`src/hdl/usb_accessory_switch_consts.vh`:
```
// Purpose: constants for the accessory switch register bank
// Assumes: 24-bit registers on a word-addressed serial register port
// Notes:   offsets are register indices as seen by the host
`ifndef USB_ACCESSORY_SWITCH_CONSTS_VH
`define USB_ACCESSORY_SWITCH_CONSTS_VH

`define ADDR_USB_SWITCH_CONTROL   6'h27
`define ADDR_ATTACHED_ACC_TYPE    6'h28
`define ADDR_SPARE_REGISTER_A     6'h29
`define ADDR_SPARE_REGISTER_B     6'h2a

`define BIT_MANUAL_AUTO           1
`define BIT_SWITCH_CONNECT        3
`define BIT_SOFT_RESET            4
`define BIT_TELETYPE_LEFT_SPEAKER_ROUTE              5
`define BIT_RESET_OCCURRED        6
`define BIT_ACTIVE                7
`define BIT_ONTHEGO               9
`define BIT_DETECTION_HOLD        12
`define BUS_V_LSB                 15
`define POS_LINE_LSB              17
`define NEG_LINE_LSB              20
`define BIT_UNRECOGNISED          17
`define ID_CODE_LSB               19

`define RST_SWITCH_CONNECT        1'h1
`define RST_DETECTION_HOLD        1'h1
`define RST_MANUAL_AUTO           1'h1

`define BUSV_TO_MIC               2'h2
`define LINE_OPEN                 3'h0
`define LINE_USB                  3'h1
`define LINE_SPEAKER              3'h2
`define LINE_UART                 3'h3

`define SOFT_RESET_CYCLES         4'h4

`endif

```
`src/hdl/usb_accessory_switch_regs.v`:
```
// Purpose: control and status registers of the accessory switch section
// Assumes: host port gives address, write strobe, read strobe and data in one cycle
// Notes:   read data is registered and appears one cycle after the read strobe
`timescale 1ns/1ps
`default_nettype none
`include "usb_accessory_switch_consts.vh"

// Overview of operation
// - connect bit zero opens every switch except the teletype left speaker route and the onthego supply switch
// - soft reset pulses, sets flag, self clears
// - teletype bit closes left speaker switch
// - bit 7 shows active or standby
// - onthego enable, cleared by general reset
// - hold bit halts detection until cleared
// - bus voltage code 10 routes to microphone
// - positive field selects usb, speaker, uart
// - negative field same encoding, else open
// - accessory flags bits 0-17, read only
// - id pin code in bits 23-19
// - spare registers read zero
// - manual bit picks manual or auto routing
module usb_accessory_switch_regs #(
   parameter ADDR_W = 6
) (
   input  wire              clock,
   input  wire              rst_n,
   input  wire              usb_block_reset_n,
   input  wire              general_reset_n,
   input  wire [ADDR_W-1:0] regAddr,
   input  wire              regWrite,
   input  wire              regRead,
   input  wire [23:0]       regWdata,
   input  wire              deviceActive,
   input  wire [17:0]       accessoryFlags,
   input  wire [4:0]        id_pin_resistance_code,
   input  wire              autoToUsb,
   input  wire              autoToSpeaker,
   input  wire              autoToUart,
   input  wire              autoBusToMic,
   output reg  [23:0]       regRdata,
   output reg               read_result_valid,
   output reg               softResetOut,
   output reg               detection_hold,
   output reg               onthego_supply_switch_en,
   output reg               teletype_left_speaker_route,
   output reg               busToMicrophone,
   output reg               posToUsb,
   output reg               posToSpeaker,
   output reg               posToUart,
   output reg               negToUsb,
   output reg               negToSpeaker,
   output reg               negToUart
);
   localparam SR_IDLE  = 2'h0;
   localparam SR_ARMED = 2'h1;
   localparam SR_PULSE = 2'h2;

   reg        waitBit_r;
   reg        manualAuto_r;
   reg        rawData_r;
   reg        switchConnect_r;
   reg  [1:0] softState_r;
   reg  [1:0] softState_nxt;
   reg        resetOccurred_r;
   reg [1:0]  bus_voltage_route_sel;
   reg [2:0]  positive_line_route_sel;
   reg [2:0]  negative_line_route_sel;
   reg [3:0]  softCnt_r;
   reg [3:0]  softCnt_nxt;
   reg [17:0] accFlags_r;
   reg [4:0]  idCode_r;
   reg        activeSync_r;
   wire       usbRst_n;
   wire       ctlWrite;
   wire       ctlRead;
   wire       pU;
   wire       pS;
   wire       pR;
   wire       nU;
   wire       nS;
   wire       nR;
   reg  [23:0] rdMux;
   reg         busMic_nxt;
   reg  [2:0]  posRoute_nxt;
   reg  [2:0]  negRoute_nxt;
   wire        softDone;

   // register index decode shared by the write and read strobes
   function is_control;
      input [ADDR_W-1:0] addr;
      begin
         is_control = (addr == `ADDR_USB_SWITCH_CONTROL);
      end
   endfunction

   // master reset also clears the usb-block fields
   assign usbRst_n = rst_n & usb_block_reset_n;
   assign ctlWrite = regWrite && is_control(regAddr);
   assign ctlRead  = regRead && is_control(regAddr);
   // the last pulse cycle ends the sequence and marks the reset flag
   assign softDone = (softState_r == SR_PULSE) && (softCnt_r == `SOFT_RESET_CYCLES);

   line_route_decode uPos (
      .sel       (positive_line_route_sel),
      .toUsb     (pU),
      .toSpeaker (pS),
      .toUart    (pR)
   );
   line_route_decode uNeg (
      .sel       (negative_line_route_sel),
      .toUsb     (nU),
      .toSpeaker (nS),
      .toUart    (nR)
   );

   always @(posedge clock or negedge usbRst_n) begin
      if (!usbRst_n) begin
         waitBit_r               <= 1'b1;
         manualAuto_r            <= `RST_MANUAL_AUTO;
         rawData_r               <= 1'b1;
         switchConnect_r         <= `RST_SWITCH_CONNECT;
         teletype_left_speaker_route <= 1'b0;
         detection_hold          <= `RST_DETECTION_HOLD;
         bus_voltage_route_sel   <= 2'h0;
         positive_line_route_sel <= 3'h0;
         negative_line_route_sel <= 3'h0;
      end else if (ctlWrite) begin
         waitBit_r               <= regWdata[0];
         manualAuto_r            <= regWdata[`BIT_MANUAL_AUTO];
         rawData_r               <= regWdata[2];
         switchConnect_r         <= regWdata[`BIT_SWITCH_CONNECT];
         teletype_left_speaker_route <= regWdata[`BIT_TELETYPE_LEFT_SPEAKER_ROUTE];
         detection_hold          <= regWdata[`BIT_DETECTION_HOLD];
         bus_voltage_route_sel   <= regWdata[`BUS_V_LSB +: 2];
         positive_line_route_sel <= regWdata[`POS_LINE_LSB +: 3];
         negative_line_route_sel <= regWdata[`NEG_LINE_LSB +: 3];
      end
   end

   always @(posedge clock or negedge rst_n) begin
      if (!rst_n) begin
         onthego_supply_switch_en <= 1'b0;
      end else if (!general_reset_n) begin
         onthego_supply_switch_en <= 1'b0;
      end else if (ctlWrite) begin
         onthego_supply_switch_en <= regWdata[`BIT_ONTHEGO];
      end
   end

   // soft reset sequencer; kept on rst_n so it survives its own pulse
   always @* begin
      softState_nxt = softState_r;
      softCnt_nxt   = softCnt_r;
      case (softState_r)
         SR_IDLE: begin
            softCnt_nxt = 4'h0;
            if (ctlWrite && regWdata[`BIT_SOFT_RESET]) begin
               softState_nxt = SR_ARMED;
            end
         end
         SR_ARMED: begin
            softState_nxt = SR_PULSE;
            softCnt_nxt   = 4'h1;
         end
         SR_PULSE: begin
            softCnt_nxt = softCnt_r + 4'h1;
            if (softDone) begin
               softState_nxt = SR_IDLE;
               softCnt_nxt   = 4'h0;
            end
         end
         default: begin
            softState_nxt = SR_IDLE;
            softCnt_nxt   = 4'h0;
         end
      endcase
   end

   always @(posedge clock or negedge rst_n) begin
      if (!rst_n) begin
         softState_r  <= SR_IDLE;
         softCnt_r    <= 4'h0;
         softResetOut <= 1'b0;
      end else begin
         softState_r  <= softState_nxt;
         softCnt_r    <= softCnt_nxt;
         softResetOut <= (softState_nxt == SR_PULSE);
      end
   end

   // reset flag: set wins over read clear
   always @(posedge clock or negedge rst_n) begin
      if (!rst_n) begin
         resetOccurred_r <= 1'b1;
      end else if (!usb_block_reset_n || softDone) begin
         resetOccurred_r <= 1'b1;
      end else if (ctlRead) begin
         resetOccurred_r <= 1'b0;
      end
   end

   always @(posedge clock or negedge usbRst_n) begin
      if (!usbRst_n) begin
         accFlags_r   <= 18'h0;
         idCode_r     <= 5'h0;
         activeSync_r <= 1'b0;
      end else begin
         accFlags_r   <= accessoryFlags;
         idCode_r     <= id_pin_resistance_code;
         activeSync_r <= deviceActive;
      end
   end

   always @* begin
      rdMux = 24'h0;
      case (regAddr)
         `ADDR_USB_SWITCH_CONTROL: begin
            rdMux[0]                  = waitBit_r;
            rdMux[`BIT_MANUAL_AUTO]   = manualAuto_r;
            rdMux[2]                  = rawData_r;
            rdMux[`BIT_SWITCH_CONNECT] = switchConnect_r;
            rdMux[`BIT_SOFT_RESET]    = (softState_r != SR_IDLE);
            rdMux[`BIT_TELETYPE_LEFT_SPEAKER_ROUTE]      = teletype_left_speaker_route;
            rdMux[`BIT_RESET_OCCURRED] = resetOccurred_r;
            rdMux[`BIT_ACTIVE]        = activeSync_r;
            rdMux[8]                  = 1'b1;
            rdMux[`BIT_ONTHEGO]       = onthego_supply_switch_en;
            rdMux[`BIT_DETECTION_HOLD] = detection_hold;
            rdMux[`BUS_V_LSB +: 2]    = bus_voltage_route_sel;
            rdMux[`POS_LINE_LSB +: 3] = positive_line_route_sel;
            rdMux[`NEG_LINE_LSB +: 3] = negative_line_route_sel;
            rdMux[23]                 = read_result_valid;
         end
         `ADDR_ATTACHED_ACC_TYPE: begin
            rdMux[17:0]               = accFlags_r;
            rdMux[`ID_CODE_LSB +: 5]  = idCode_r;
         end
         default: begin
            rdMux = 24'h0;
         end
      endcase
   end

   always @(posedge clock or negedge usbRst_n) begin
      if (!usbRst_n) begin
         regRdata          <= 24'h0;
         read_result_valid <= 1'b0;
      end else begin
         read_result_valid <= regRead;
         if (regRead) begin
            regRdata <= rdMux;
         end
      end
   end

   always @* begin
      busMic_nxt   = 1'b0;
      posRoute_nxt = 3'h0;
      negRoute_nxt = 3'h0;
      if (!switchConnect_r) begin
         busMic_nxt   = 1'b0;
         posRoute_nxt = 3'h0;
         negRoute_nxt = 3'h0;
      end else if (manualAuto_r) begin
         // auto mode drives both data pins from the detected pair
         busMic_nxt   = autoBusToMic;
         posRoute_nxt = {autoToUart, autoToSpeaker, autoToUsb};
         negRoute_nxt = {autoToUart, autoToSpeaker, autoToUsb};
      end else begin
         busMic_nxt   = (bus_voltage_route_sel == `BUSV_TO_MIC);
         posRoute_nxt = {pR, pS, pU};
         negRoute_nxt = {nR, nS, nU};
      end
   end

   // registered closures keep the pins glitch free
   always @(posedge clock or negedge usbRst_n) begin
      if (!usbRst_n) begin
         busToMicrophone <= 1'b0;
         posToUsb        <= 1'b0;
         posToSpeaker    <= 1'b0;
         posToUart       <= 1'b0;
         negToUsb        <= 1'b0;
         negToSpeaker    <= 1'b0;
         negToUart       <= 1'b0;
      end else begin
         busToMicrophone <= busMic_nxt;
         posToUsb        <= posRoute_nxt[0];
         posToSpeaker    <= posRoute_nxt[1];
         posToUart       <= posRoute_nxt[2];
         negToUsb        <= negRoute_nxt[0];
         negToSpeaker    <= negRoute_nxt[1];
         negToUart       <= negRoute_nxt[2];
      end
   end
endmodule
`default_nettype wire

```
`src/hdl/line_route_decode.v`:
```
// Purpose: decode one data-line routing field into switch closures
// Assumes: combinational, used for positive and negative line fields
// Notes:   unknown codes open every switch of the line
`timescale 1ns/1ps
`default_nettype none
`include "usb_accessory_switch_consts.vh"
module line_route_decode (
   input  wire [2:0] sel,
   output reg        toUsb,
   output reg        toSpeaker,
   output reg        toUart
);
   always @* begin
      toUsb     = 1'b0;
      toSpeaker = 1'b0;
      toUart    = 1'b0;
      case (sel)
         `LINE_USB: begin
            toUsb = 1'b1;
         end
         `LINE_SPEAKER: begin
            toSpeaker = 1'b1;
         end
         `LINE_UART: begin
            toUart = 1'b1;
         end
         default: begin
            toUsb = 1'b0;
         end
      endcase
   end
endmodule
`default_nettype wire

```
`config.mk`:
```
export PLATFORM = sky130hd
export DESIGN_NAME = usb_accessory_switch_regs
export DESIGN_NICKNAME = d
export VERILOG_FILES = /design/src/hdl/usb_accessory_switch_regs.v /design/src/hdl/line_route_decode.v
export VERILOG_INCLUDE_DIRS = /design/src /design/src/hdl
export SDC_FILE = /design/constraint.sdc
export NUM_CORES = 1
export LEC_CHECK = 0
export BUFFER_PORTS_ARGS = -buffer_cell sky130_fd_sc_hd__buf_4
export CORE_MARGIN = 2
export CORE_UTILIZATION = 29
export DETAILED_ROUTE_END_ITERATION = 10
export GPL_ROUTABILITY_DRIVEN = 1
export SLEW_MARGIN = 15
export SYNTH_ARGS = -nofsm -noshare
export SYNTH_HDL_FRONTEND = slang
export SYNTH_SLANG_ARGS = --single-unit
```
`constraint.sdc`:
```
create_clock -name clock -period 5.63 [get_ports clock]
set_input_delay 0.563 -clock clock [delete_from_list [all_inputs] [get_ports clock]]
set_output_delay 0.563 -clock clock [all_outputs]
set_load 0.1 [all_outputs]
```
==> Word-level counts from Yosys, hierarchy flattened <==
Cells that the tools add are included.
{ "word_totals": {"register_bits": 79, "out_inout_bits": 36} }
{ "classes": {"reduce_logical": 9, "n_eq_ne": 14, "bitwise": 1, "muxes": 28, "n_addsub": 1} }
{ "op_table": {"columns": ["operator", "n"], "rows": [
  ["one-hot mux 10 bit (2 select lines)", 1],
  ["two-way mux 1 bit", 13],
  ["equality test 3 x 2 -> 1 bit (second input constant)", 4],
  ["equality test 6 bit (second input constant)", 2],
  ["two-way mux 3 bit", 4],
  ["one-hot mux 5 bit (2 select lines)", 1],
  ["two-way mux 2 bit", 4],
  ["one-hot mux 4 bit (2 select lines)", 1],
  ["equality test 2 bit (second input constant)", 3],
  ["equality test 3 x 1 -> 1 bit (second input constant)", 2],
  ["one-hot mux 2 bit (3 select lines)", 1],
  ["one-hot mux 3 bit (2 select lines)", 1],
  ["adder 4 x 1 -> 4 bit (second input constant)", 1],
  ["equality test 4 x 3 -> 1 bit (second input constant)", 1],
  ["logical AND 1 bit", 4],
  ["two-way mux 4 bit", 1],
  ["nonzero test 2 bit", 2],
  ["equality test 2 x 1 -> 1 bit (second input constant)", 1],
  ["zero test 2 bit", 1],
  ["!= test 2 x 1 -> 1 bit (second input constant)", 1],
  ["one-hot mux 1 bit (2 select lines)", 1],
  ["AND 1 bit", 1],
  ["zero test 1 bit", 1],
  ["logical OR 1 bit", 1]
]} }

==> Longest topological paths before layout <==
{ "logic_depth": {"depth_word": 6, "mapped_depth": 6} }

==> By module <==
From an unflattened synthesis, not the netlist that was laid out.
{ "hier_totals": {"hier_cells": 214, "area_unflattened_um2": 3064.2} }
{ "by_module_without_submodules": {"columns": ["module", "cells_per_inst", "area_each_um2", "n_inst"], "rows": [
  ["usb_accessory_switch_regs", 208, 3014.1, 1],
  ["line_route_decode", 3, 25.0, 2]
]} }

==> Worst setup path after synthesis <==
OpenSTA, ideal clock, no wires.
{ "synth_timing": {"kind": "input-to-reg", "from": "input regAddr[5]", "to": "register teletype_left_speaker_route", "cell_stages": 6, "path_slack_ps": 3949, "arrival_ps": 1555, "cell_sequence": "nor2b_1 clkbuf_1 and3_1 buf_6 buf_6 mux2_4"} }
{ "synth_between": {"elab_chain_len": 2} }
{ "synth_rtl": {"columns": ["element", "line_no", "text"], "rows": [
  ["start: declaration", "usb_accessory_switch_regs.v:29", "input wire [ADDR_W-1:0] regAddr,"],
  ["equality test 6 bit", null, null],
  ["logical AND 1 bit", "usb_accessory_switch_regs.v:98", "assign ctlWrite = regWrite && is_control(regAddr);"],
  ["end signal: assignment", "usb_accessory_switch_regs.v:132", "teletype_left_speaker_route <= regWdata[`BIT_TELETYPE_LEFT_SPEAKER_ROUTE];"],
  ["end: declaration", "usb_accessory_switch_regs.v:45", "output reg teletype_left_speaker_route,"]
]} }
No other way between the ends.
A chain may end at the register's enable or synchronous reset.

==> Final worst setup path <==
{ "layout_timing": {"from": "input regAddr[3]", "to": "register negative_line_route_sel[0]"} }
{ "layout_between": {"elab_chain_len": 2} }
{ "layout_rtl": {"columns": ["element", "line_no", "text"], "rows": [
  ["equality test 6 bit", null, null],
  ["logical AND 1 bit", "usb_accessory_switch_regs.v:98", null],
  ["end signal: assignment", "usb_accessory_switch_regs.v:136", "negative_line_route_sel <= regWdata[`NEG_LINE_LSB +: 3];"],
  ["end: declaration", "usb_accessory_switch_regs.v:67", "reg [2:0] negative_line_route_sel;"]
]} }
No other way between the ends.

==> impl_metrics.json <==
{
  "finalSetupViolCount": 0,
  "grt_pass1_wl_mm": 12.03,
  "start_kind": "input port",
  "diodes": 0,
  "syn_inst": 268,
  "drt_iter0_markers": 91,
  "syn_to_final_growth_pct": 31.57,
  "rsz0062_at_grt": "false",
  "cts_root_buf": "clkbuf_8",
  "place.gp.congestion": 0.7470,
  "worstMarginPinSlew_ps": 973.2,
  "nets": 425,
  "hp-class": "in2reg",
  "critical_path_required_ps": 5880,
  "cts_max_path_buffers": 2,
  "p_comb_share_pct": 22.6,
  "first_pass_iters": 4,
  "hold_start": "accessoryFlags[15]",
  "routed_wl_mm": 7.649,
  "crit_slowest_cell": "and3_1",
  "post_cts_resize_count": 0,
  "synth-seq-cells": 79,
  "port_buffers": 91,
  "drv_cap": 0,
  "power.leakage_nw": 1.905,
  "timing.rr.end": "softState_r[0]$_DFF_PN0_",
  "wl_met3_um": 516,
  "die_y_um": 108.4,
  "p_switching_uw": 443.1,
  "ioPinCount": 100,
  "switching_share_pct": 32.22,
  "layout_common_cells": "buf_4, dfrtp_1, nand3_1",
  "fin_ws_ps": 2983,
  "rows": 38,
  "cts.sink_count": 79,
  "dp_slack_ps": 2537,
  "drt-wirelength-per-cell_um": 15.30,
  "r2r_start": "softCnt_r[0]$_DFF_PN0_",
  "slew_headroom_pct": 35.07,
  "outcome": "finished, final reports clean",
  "drive_above_1_share_pct": 36.11,
  "cts_tree": "done",
  "clk_pin_slew_ps": 90,
  "min_period_over_period_pct": 47.02,
  "grt_pass1_vias": 2325,
  "max_stage_delay_ps": 900,
  "die_area_mm2": 0.01176,
  "cts_setup_buffers": 0,
  "antenna_found_initial": 0,
  "clockPowerShare_pct": 30.1,
  "start_util_pct": 29.44,
  "cp.arrival_ps": 2890,
  "cts_hold_buffers": 1,
  "grt_max_degree": 71,
  "intPower_uw": 931.8,
  "maxSlewViolCount": 0,
  "seq_area_frac_synth_pct": 62.74,
  "finalNonFillerCells": 500,
  "top_layer_used": "met4",
  "final_common_cell": "buf_4",
  "htreeDepth": 3,
  "fin_total_pwr_mw": 1.375,
  "crit_path_cell_trace": "buf_4 > and4b_1 > and3_1 > mux2_2",
  "ys_types": 33,
  "ant_nets": 0,
  "drc": 0,
  "overflow": 0,
  "syn_area_mm2": 0.003163,
  "fin_crit_ps": 2647,
  "crit_buf_inv": 1,
  "syn_nets": 338,
  "worstHoldEndpoint": "accFlags_r[15]$_DFF_PN0_",
  "track_usage_pct": 14.06,
  "r2r_cells": 5,
  "die_w_um": 108.4,
  "vdd_drop_max_v": 0.0001779,
  "clock.fmax_mhz": 377.7,
  "cts_buffers": 9,
  "clock_latency_ps": 370,
  "cp-end-kind": "flop",
  "route.vias.total": 2305,
  "r2r_slack_ps": 4240,
  "tns_ps": 0,
  "met2WireLength_mm": 3.850,
  "cp_top_family": "simple AND/OR/NAND/NOR gates",
  "avgSynthCellArea_um2": 11.80,
  "critPathKind": "in2reg",
  "p_per_area_mw_per_mm2": 330.4,
  "dp_hpwl_mm": 5.126,
  "worstHoldPathCells": 1,
  "wl_met1_mm": 3.254,
  "viasPerCell": 4.610,
  "fin_skew_ps": 16.08,
  "ys_warn_count": 0,
  "hold_violations": 0,
  "place_inst": 483,
  "core-area_mm2": 0.01075,
  "critPathMaxFanout": 21,
  "p_seq_share_pct": 47.3
}
[power groups by stage]
stage                     logic, mW  registers (mW)  clock network (mW)
after floorplan               0.103           0.776                   0
after global placement        0.310           0.659                   0
after detailed placement      0.314           0.661                   0
after CTS                     0.315           0.651               0.436
after global routing          0.334           0.656               0.460
final                         0.311           0.650               0.414
[layer usage]
metal  vias up  track usage, %
met3         4           7.113
met1      1123           16.24
met2        68           23.17
li1       1110               -
met4         0           3.571
met5         -               0
[worst max path at each step]
| stage | from | end | slack (ps) | cells after the start |
|---|---|---|---|---|
| floorplan | usb_block_reset_n | accFlags_r[0]$_DFF_PN0_ | 2920 | 1 |
| global placement | regAddr[3] | negative_line_route_sel[1]$_DFFE_PN0P_ | 2580 | 4 |
| detailed placement | regAddr[3] | negative_line_route_sel[0]$_DFFE_PN0P_ | 2540 | 4 |
| CTS | regAddr[3] | positive_line_route_sel[1]$_DFFE_PN0P_ | 2930 | 4 |
| global route | regAddr[3] | negative_line_route_sel[0]$_DFFE_PN0P_ | 2870 | 4 |
| finish | regAddr[3] | negative_line_route_sel[0]$_DFFE_PN0P_ | 2980 | 4 |
[Yosys cell counts]
library cell   n  area, µm²
ha_1           6      75.07
clkbuf_1       6      22.52
a221o_1        1      10.01
dfstp_2        6      157.7
nand3_1       41      205.2
mux2i_1        1      10.01
xor2_1         1      8.760
mux2_4         9      135.1
nor4b_1        2      17.52
a22oi_1        1      7.510
nand3b_1       7      52.55
a211oi_1       1      7.510
nand2_1       14      52.55
a21boi_0       6      45.04
mux2_2         5      56.30
and2_1         1      6.260
buf_6          2      22.52
buf_2          4      20.02
inv_1         11      41.29
and3b_1        2      17.52
nand4b_1       2      17.52
o21ai_0        1      5.000
nor2b_1        4      25.02
buf_1          5      18.77
or2_2          1      6.260
dfrtp_1       73       1827
xnor2_1        1      8.760
nor2_1        24      90.09
and3_1         2      12.51
o22ai_1        6      37.54
a31oi_1       20      125.1
and4b_1        1      10.01
a32oi_1        1      8.760
[through the flow]
step | utilization, % | hold slack, ps | cell area, µm²
after detailed placement | 36.87 | 401.9 | 3961
after floorplan | - | 267.4 | 3163
after CTS | 38.73 | 274.7 | 4161
after global routing | 38.73 | 259.3 | 4161
after global placement | 36.87 | 398.8 | 3961
final | 38.73 | 301.3 | 4161
[sequential cells by signal, summed over array words and instances (netlist names), 2 cells and up]
| signal | cells |
|---|---|
| positive_line_route_sel | 3 |
| softCnt_r | 4 |
| idCode_r | 5 |
| negative_line_route_sel | 3 |
| accFlags_r | 18 |
| softState_r | 2 |
| bus_voltage_route_sel | 2 |
| regRdata | 24 |
[final cells by class]
| class | instances | area, µm² |
|---|---|---|
| fillers | 1073 | 6584 |
| multi-input cells | 161 | 1070 |
| clock inverters | 4 | 45.04 |
| well taps | 140 | 175.2 |
| inverters | 11 | 41.29 |
| flip-flops and latches | 79 | 1984 |
| repair buffers | 93 | 700.7 |
| clock buffers | 12 | 145.1 |
[cell families after synthesis]
group	Yosys count	share of synthesized area (%)
AOI/OAI and AO/OA	37	7.793
and+or+nand+nor	101	16.22
buffers and inverters	28	3.956
muxes	15	6.369
DFF	79	62.74
xor gates and xnor gates	2	0.5539
adders and majority gates	6	2.373
(Power assumes the default switching activity.)
